==> src/core/keypad_queue_pkg.sv <==
// constants shared by the keypad command queue
package keypad_queue_pkg;
  localparam int          QUEUE_DEPTH   = 64;
  localparam int          STAGE_DEPTH   = 4;
  localparam int          ADDR_W        = 8;
  localparam int          CHAR_W        = 8;
  localparam logic [7:0]  CHAR_NONE     = 8'h00;
  localparam logic [3:0]  ROW_COUNT     = 4'h4;
  localparam logic [3:0]  COL_COUNT     = 4'h3;
  localparam logic [1:0]  SCAN_SETTLE   = 2'h2;

  typedef enum logic [1:0] {
    ST_IDLE = 2'b00,
    ST_SCAN = 2'b01,
    ST_WAIT = 2'b11
  } scan_state_type;

  // cross-point address to ascii, zero when the address has no key
  function automatic logic [7:0] xpoint_to_char(input logic [7:0] xp);
    logic [7:0] ch;
    ch = CHAR_NONE;
    unique case (xp)
      8'hc1:   ch = 8'h37;
      8'hc2:   ch = 8'h38;
      8'hc0:   ch = 8'h39;
      8'hc9:   ch = 8'h34;
      8'hca:   ch = 8'h35;
      8'hcb:   ch = 8'h36;
      8'hd1:   ch = 8'h31;
      8'hd2:   ch = 8'h32;
      8'hd0:   ch = 8'h33;
      8'hda:   ch = 8'h30;
      8'hd9:   ch = 8'h2d;
      8'hdb:   ch = 8'h2e;
      8'he1:   ch = 8'h41;
      8'he2:   ch = 8'h42;
      8'he0:   ch = 8'h43;
      8'he9:   ch = 8'h44;
      8'hea:   ch = 8'h45;
      8'heb:   ch = 8'h46;
      8'hf1:   ch = 8'h53;
      8'hf2:   ch = 8'h52;
      8'hf0:   ch = 8'h49;
      8'hfa:   ch = 8'h4b;
      8'hfb:   ch = 8'h4c;
      default: ch = CHAR_NONE;
    endcase
    return ch;
  endfunction
endpackage

==> src/core/keypad_ascii_command_queue.sv <==
// keypad scan, ascii translation and command byte queue
// Operation
// - key press raises event; rows scanned to find cross-point address
// - cross-point address translated to ascii by fixed lookup table
// - digit and punctuation keys map to their ascii characters
// - function keys map to letters A-F, S, R, I, K, L
// - each ascii byte stored in 64-entry circular queue, or dropped with a key_dropped_out pulse when 64 bytes are already held
// - separate write and read pointers, both wrapping
// - empty when pointers match; read takes oldest, advances read pointer
`timescale 1ns/1ps
module keypad_ascii_command_queue
  import keypad_queue_pkg::*;
#(
  parameter int DEPTH = QUEUE_DEPTH,
  parameter int WIDTH = CHAR_W
) (
  input  wire logic             clock_in,
  input  wire logic             sys_rst_in,
  input  wire logic [3:0]       row_drive_unused_in,
  input  wire logic [2:0]       col_sense_in,
  output logic      [3:0]       row_drive_out,
  output logic                  key_event_out,
  output logic                  key_dropped_out,
  output logic      [WIDTH-1:0] rd_data_out,
  output logic                  rd_valid_out,
  input  wire logic             rd_ready_in,
  output logic                  empty_out,
  output logic                  full_out
);
  // two-flop synchronisers on the column sense and bank select pins
  logic [2:0] col_meta_reg;
  logic [2:0] col_sync_reg;
  logic [3:0] bank_meta_reg;
  logic [3:0] bank_sync_reg;
  always_ff @(posedge clock_in or posedge sys_rst_in) begin
    if (sys_rst_in) begin
      col_meta_reg  <= 3'h0;
      col_sync_reg  <= 3'h0;
      bank_meta_reg <= 4'h0;
      bank_sync_reg <= 4'h0;
    end else begin
      col_meta_reg  <= col_sense_in;
      col_sync_reg  <= col_meta_reg;
      bank_meta_reg <= row_drive_unused_in;
      bank_sync_reg <= bank_meta_reg;
    end
  end

  scan_state_type state_reg;
  scan_state_type state_next;
  logic [1:0]     row_reg;
  logic [1:0]     row_next;
  logic [7:0]     char_reg;
  logic           push_reg;
  logic           event_reg;
  logic           drop_reg;
  logic           stage_ready;
  logic [1:0]     settle_reg;
  logic [1:0]     settle_next;
  localparam int  AW = $clog2(DEPTH);
  localparam logic [AW:0] HELD_MAX = (AW+1)'(DEPTH);
  logic [AW:0]    held_reg;

  wire any_key   = |col_sync_reg;
  wire [1:0] col_idx = col_sync_reg[0] ? 2'd0 : (col_sync_reg[1] ? 2'd1 : 2'd2);
  // keypad wiring: rows C,D,E,F; columns low nibble 1,2,0 / 9,a,b
  wire [3:0] row_hi  = 4'hc + {2'b00, row_reg};
  wire [3:0] col_lo  = (col_idx == 2'd0) ? 4'h1 : ((col_idx == 2'd1) ? 4'h2 : 4'h0);
  wire [7:0] xpoint  = {row_hi, col_lo};
  wire [7:0] xpoint_b = {row_hi, col_lo + 4'h8 + ((col_idx == 2'd2) ? 4'h3 : 4'h0)};
  wire       use_b   = bank_sync_reg[row_reg];
  wire [7:0] xp_sel  = use_b ? xpoint_b : xpoint;
  wire [7:0] char_lk = xpoint_to_char(xp_sel);

  // all rows driven while idle so any press is seen; one row at a time, three cycles each, while scanning
  assign row_drive_out = (state_reg == ST_SCAN) ? (4'h1 << row_reg) : 4'hf;

  always_comb begin
    state_next  = state_reg;
    row_next    = row_reg;
    settle_next = 2'h0;
    unique case (state_reg)
      ST_IDLE: begin
        if (any_key) begin
          state_next = ST_SCAN;
          row_next   = 2'd0;
        end
      end
      ST_SCAN: begin
        if (settle_reg != SCAN_SETTLE) begin
          // columns lag the row drive by two flops, so each row dwells for its own reading
          settle_next = settle_reg + 2'h1;
        end else if (any_key || row_reg == 2'd3) begin
          state_next = ST_WAIT;
        end else begin
          row_next = row_reg + 2'd1;
        end
      end
      ST_WAIT: begin
        if (!any_key) begin
          state_next = ST_IDLE;
        end
      end
      default: state_next = ST_IDLE;
    endcase
  end

  wire found     = (state_reg == ST_SCAN) && (settle_reg == SCAN_SETTLE) && any_key && (char_lk != CHAR_NONE);
  // limit counts every unread byte, stage and output register too, so 64 is exact
  wire held_full = (held_reg == HELD_MAX);
  wire accept    = found && !held_full && stage_ready;

  always_ff @(posedge clock_in or posedge sys_rst_in) begin
    if (sys_rst_in) begin
      state_reg <= ST_IDLE;
      row_reg   <= 2'd0;
      char_reg  <= 8'h00;
      push_reg  <= 1'b0;
      event_reg <= 1'b0;
      drop_reg  <= 1'b0;
      settle_reg <= 2'h0;
    end else begin
      state_reg <= state_next;
      row_reg   <= row_next;
      settle_reg <= settle_next;
      event_reg <= (state_reg == ST_IDLE) && any_key;
      push_reg  <= accept;
      drop_reg  <= found && !accept;
      if (found) begin
        char_reg <= char_lk;
      end
    end
  end

  assign key_event_out   = event_reg;
  assign key_dropped_out = drop_reg;

  // main 64-byte circular queue
  logic [WIDTH-1:0] mem [DEPTH];
  logic [AW:0]      wr_ptr_reg;
  logic [AW:0]      rd_ptr_reg;
  logic [WIDTH-1:0] out_reg;
  logic             out_valid_reg;
  logic             st_valid;
  logic [WIDTH-1:0] st_data;
  logic             st_ready;

  // small staging fifo decouples scan from the queue write
  keypad_stage_fifo #(.WIDTH(WIDTH), .DEPTH(STAGE_DEPTH)) stage_u (
    .clock_in    (clock_in),
    .sys_rst_in  (sys_rst_in),
    .in_data_in  (char_reg),
    .in_valid_in (push_reg),
    .in_ready_out(stage_ready),
    .out_data_out(st_data),
    .out_valid_out(st_valid),
    .out_ready_in(st_ready)
  );

  wire q_empty = (wr_ptr_reg == rd_ptr_reg);
  wire q_full  = (wr_ptr_reg[AW-1:0] == rd_ptr_reg[AW-1:0]) && (wr_ptr_reg[AW] != rd_ptr_reg[AW]);
  assign st_ready = !q_full;
  wire do_wr   = st_valid && !q_full;
  wire load    = !q_empty && (!out_valid_reg || rd_ready_in);
  wire take    = out_valid_reg && rd_ready_in;
  wire [AW:0] held_next = held_reg + {{AW{1'b0}}, accept} - {{AW{1'b0}}, take};

  always_ff @(posedge clock_in) begin
    if (do_wr) begin
      mem[wr_ptr_reg[AW-1:0]] <= st_data;
    end
  end

  always_ff @(posedge clock_in or posedge sys_rst_in) begin
    if (sys_rst_in) begin
      wr_ptr_reg    <= '0;
      rd_ptr_reg    <= '0;
      out_reg       <= '0;
      out_valid_reg <= 1'b0;
      held_reg      <= '0;
    end else begin
      held_reg <= held_next;
      if (do_wr) begin
        wr_ptr_reg <= wr_ptr_reg + 1'b1;
      end
      if (load) begin
        out_reg    <= mem[rd_ptr_reg[AW-1:0]];
        rd_ptr_reg <= rd_ptr_reg + 1'b1;
        out_valid_reg <= 1'b1;
      end else if (rd_ready_in) begin
        out_valid_reg <= 1'b0;
      end
    end
  end

  assign rd_data_out  = out_reg;
  assign rd_valid_out = out_valid_reg;
  assign empty_out    = (held_reg == '0);
  assign full_out     = held_full;
endmodule

// parameterised valid/ready staging fifo
module keypad_stage_fifo #(
  parameter int WIDTH = 8,
  parameter int DEPTH = 4
) (
  input  wire logic             clock_in,
  input  wire logic             sys_rst_in,
  input  wire logic [WIDTH-1:0] in_data_in,
  input  wire logic             in_valid_in,
  output logic                  in_ready_out,
  output logic      [WIDTH-1:0] out_data_out,
  output logic                  out_valid_out,
  input  wire logic             out_ready_in
);
  localparam int AW = $clog2(DEPTH);
  logic [WIDTH-1:0] buf_mem [DEPTH];
  logic [AW:0]      wp_reg;
  logic [AW:0]      rp_reg;
  wire empty = (wp_reg == rp_reg);
  wire full  = (wp_reg[AW-1:0] == rp_reg[AW-1:0]) && (wp_reg[AW] != rp_reg[AW]);
  wire wr    = in_valid_in && !full;
  wire rd    = out_ready_in && !empty;
  assign in_ready_out  = !full;
  assign out_valid_out = !empty;
  assign out_data_out  = buf_mem[rp_reg[AW-1:0]];
  always_ff @(posedge clock_in) begin
    if (wr) begin
      buf_mem[wp_reg[AW-1:0]] <= in_data_in;
    end
  end
  always_ff @(posedge clock_in or posedge sys_rst_in) begin
    if (sys_rst_in) begin
      wp_reg <= '0;
      rp_reg <= '0;
    end else begin
      if (wr) begin
        wp_reg <= wp_reg + 1'b1;
      end
      if (rd) begin
        rp_reg <= rp_reg + 1'b1;
      end
    end
  end
endmodule

==> config.mk <==
export PLATFORM = sky130hd
export DESIGN_NAME = keypad_ascii_command_queue
export DESIGN_NICKNAME = d
export VERILOG_FILES = /design/src/core/keypad_queue_pkg.sv /design/src/core/keypad_ascii_command_queue.sv
export SDC_FILE = /design/constraint.sdc
export NUM_CORES = 1
export LEC_CHECK = 0
export BUFFER_PORTS_ARGS = -buffer_cell sky130_fd_sc_hd__buf_2
export CELL_PAD_IN_SITES_DETAIL_PLACEMENT = 1
export CELL_PAD_IN_SITES_GLOBAL_PLACEMENT = 2
export CORE_ASPECT_RATIO = 0.8
export CORE_MARGIN = 1.5
export CORE_UTILIZATION = 49
export DETAILED_ROUTE_END_ITERATION = 16
export GPL_TIMING_DRIVEN = 0
export PLACE_DENSITY = 0.88
export SLEW_MARGIN = 20
export SYNTH_ARGS = -nofsm -noshare
export SYNTH_HDL_FRONTEND = slang
export SYNTH_HIERARCHICAL = 1
export SYNTH_SLANG_ARGS = --single-unit
==> constraint.sdc <==
create_clock -name clock_in -period 6.4 [get_ports clock_in]
set_input_delay 0.96 -clock clock_in [delete_from_list [all_inputs] [get_ports clock_in]]
set_output_delay 0.96 -clock clock_in [all_outputs]
set_load 0.005 [all_outputs]
==> summary.txt <==
Outcome
  • Status: complete, no violations

Detailed routing
  • Pre-Repair DR Iteration Count: 5
  • Via count: 13261
  • Drt drc: 0
  • Vias per std cell: 6.19
  • Final wirelength: 65900 µm
  • Routed len/inst: 30.8 µm
  • DR iter-0 viols: 1613
  • Antenna Nets Post-Route: 0

Critical path
  • Worst path required time: 6.91 ns
  • Flop2flop setup slack: 1.65 ns
  • Max Fanout on Critical Path: 11
  • Crit Path Category: reg -> reg
  • Worst Path Arrival: 5.26 ns
  • Worst R2R End: held_reg[6]
  • Critical path endpoint category: flop
  • Critical Path Start Type: flop
  • Crit path from: col_sync_reg[1]
  • Reg2reg start: col_sync_reg[1]
  • R2R cell count: 23

Power and ir drop
  • Cell Pwr Density: 502 nW/µm²
  • Worst vdd ir: 0.275 mV
  • Leak: 9.26 nW

Synthesis
  • #FFs+latches synth: 610
  • Simple-gate share of the synthesized area: 3.98%
  • Synth cell types: 67
  • Post-synth ARST share: 10.8%
  • Synth Warn #: 6
  • Netlist Area Pre-Place: 24500 µm²
  • Yosys top cell by area: edfxtp_1
  • Mapped Avg Cell Area: 18.4 µm²
  • Main area contributors after synthesis: edfxtp_1 67%, mux4_2 10%, dfrtp_1 6.7%, mux2i_1 3.1%, nor2_1 1.5%
  • Synth Instances: 1329
  • Synth Area in XOR/XNOR: 1.21%
  • Main combinational cell family by area after synthesis: multiplexers
  • Post-synthesis sequential area ratio: 73.4%
  • Post-Synth Adder-Cell Area: 1.20%
  • Primary FF master, synth: edfxtp_1
  • EDFF count, synth: 544
  • Synth Area in Compound Gates: 4.66%
  • Multiplexer area fraction after synthesis: 13.5%
  • Top cell type's share of synthesized area: 66.6%

Die
  • Die area: 51400 µm²
  • Site Rows: 73
  • Starting Density: 49.5%
  • Die width: 253 µm
  • Core area: 49500 µm²
  • Die height: 203 µm
  • # IOs: 27

Timing
  • Period Utilization, post-route: 74.2%
  • Final setup vio count: 0
  • Max transition margin: 29.4%
  • Unrepaired setup endpoints after global routing: no
  • Tmin final: 4.75 ns
  • Clk_skew: 0.0377 ns
  • Fin. max-slew vios: 0
  • Fin Setup TNS: 0 ns
  • Worst Tran Pin Value: 1.06 ns
  • Maximum clock frequency: 211 MHz
  • Final hold viol count: 0

Clock network
  • Hold bufs inserted after CTS: 0
  • Clock transition at path regs: 0.06 ns
  • H-Tree Level Count: 2
  • Post-CTS Setup Repair Bufs: 0
  • CTS Buf Count: 58
  • Clock latency on the worst-skew pair: 0.63 ns
  • PostCTS Resize Cnt: 0
  • Clock root buffer: clkbuf_16
  • TritonCTS clock tree: built
  • CTS max path bufs: 3
  • Clock Sinks: 610

Finish
  • Most frequent cells in the layout: 544 x edfxtp_1, 101 x mux4_2, 98 x nor2_1, 76 x mux2i_1, 66 x dfrtp_1
  • Max reg flops: 512
  • Most common cell after layout, fill and taps aside: edfxtp_1
  • Layout net count: 1452
  • Utilization after layout: 55.7%
  • P&R area growth vs syn: 12.4%
  • Antenna diodes: 0
  • Share of layout cells above drive strength 1: 18.7%

Global route
  • Largest net degree at the start of global routing: 65
  • Initial antenna violation count: 3
  • Gr ovfl total: 0
  • GRT Total Usage: 26.4%
  • Vias in the first global route: 13911
  • Wire length of the first global-routing pass: 96100 µm

Worst hold path
  • Hold WC Path Type: in -> async

Placement
  • DP HPWL: 42400 µm
  • GPL Wtd Cong: 0.912
  • IO Port Bufs: 26

Run
  • Max-cap violations: 0
==> area by class of cell <==
| cell class | instances | area [µm²] |
|---|---|---|
| clock buffer | 82 | 1670 |
| tap | 675 | 845 |
| inverter | 33 | 126 |
| buffer | 71 | 387 |
| timing repair buffer | 27 | 158 |
| multi-input combinational | 618 | 6050 |
| clock inverter | 26 | 324 |
| sequential | 610 | 18000 |
| fill | 4472 | 22000 |
==> kinds of logic (layout without fill, tap and decap cells) <==
kind of cell	after synthesis	in the layout
AO/OA/AOI/OAI	159	159
AND/OR/NAND/NOR	208	208
XOR/XNOR	33	33
flip-flops	610	610
other	1	4
adder cells (fa/ha/maj)	23	23
multiplexers	191	191
buffers and inverters	104	239
==> power breakdown <==
part / internal, W / switching (W)
logic: 0.00163 / 0.00319
clock network: 0.00210 / 0.00151
registers: 0.00520 / 0.000197
==> through the flow <==
step	std cells	power, W	hold WS, ns	cell area (µm²)	worst slack, ns
global placement	2033	0.00995	0.333	25500	1.85
global route	2142	0.0143	0.229	27600	1.18
finish	2142	0.0138	0.238	27600	1.65
floorplan	1332	0.00834	0.331	24500	2.44
CTS	2142	0.0138	0.218	27500	1.63
detailed placement	2034	0.0102	0.336	25500	1.68
==> critical path, cell delays in order, from the launching register on <==
cell,delay [ns]
dfrtp_1,0.39
nor2b_1,0.18
inv_1,0.08
clkbuf_1,0.36
ha_1,0.22
buf_1,0.32
a21oi_1,0.11
o211ai_1,0.18
o221ai_1,0.26
a31o_1,0.30
buf_4,0.17
nor2_1,0.15
inv_1,0.08
ha_1,0.27
inv_1,0.07
ha_1,0.17
inv_1,0.06
fa_1,0.43
nand2b_1,0.16
a21oi_1,0.21
o21ai_0,0.11
a21oi_1,0.15
nor2_1,0.07
xnor2_1,0.12
==> per-layer routing <==
layer	GRT usage [%]	up-vias	part of all wire, %
met4	7.66	4	2.7
met3	7.96	115	10
li1	-	5482	-
met5	0	-	0.039
met2	40.4	631	46
met1	36.9	7029	41
==> cells in the mapped netlist, types with 9 or more instances <==
master    number
a22oi_1       20
nor2b_1        9
o221ai_1      11
xnor2_1       25
inv_1         33
clkbuf_1      25
o22ai_1       15
a21oi_1       25
dfrtp_1       66
ha_1          22
mux2i_1       76
o21ai_0       19
mux4_2       109
buf_4         13
a211oi_1      15
buf_2         20
nand3_1       15
nand2_1       31
nor2_1        98
edfxtp_1     544
nor3_1        12
==> worst max-delay path by stage <==
stage                              to  slack [ns]
after global placement    held_reg[6]        1.85
after global routing      held_reg[6]        1.18
after floorplan           held_reg[6]        2.44
after detailed placement  held_reg[6]        1.68
final                     held_reg[6]        1.65
after CTS                 held_reg[6]        1.63
Note: power is estimated with default switching activity, not from simulation.
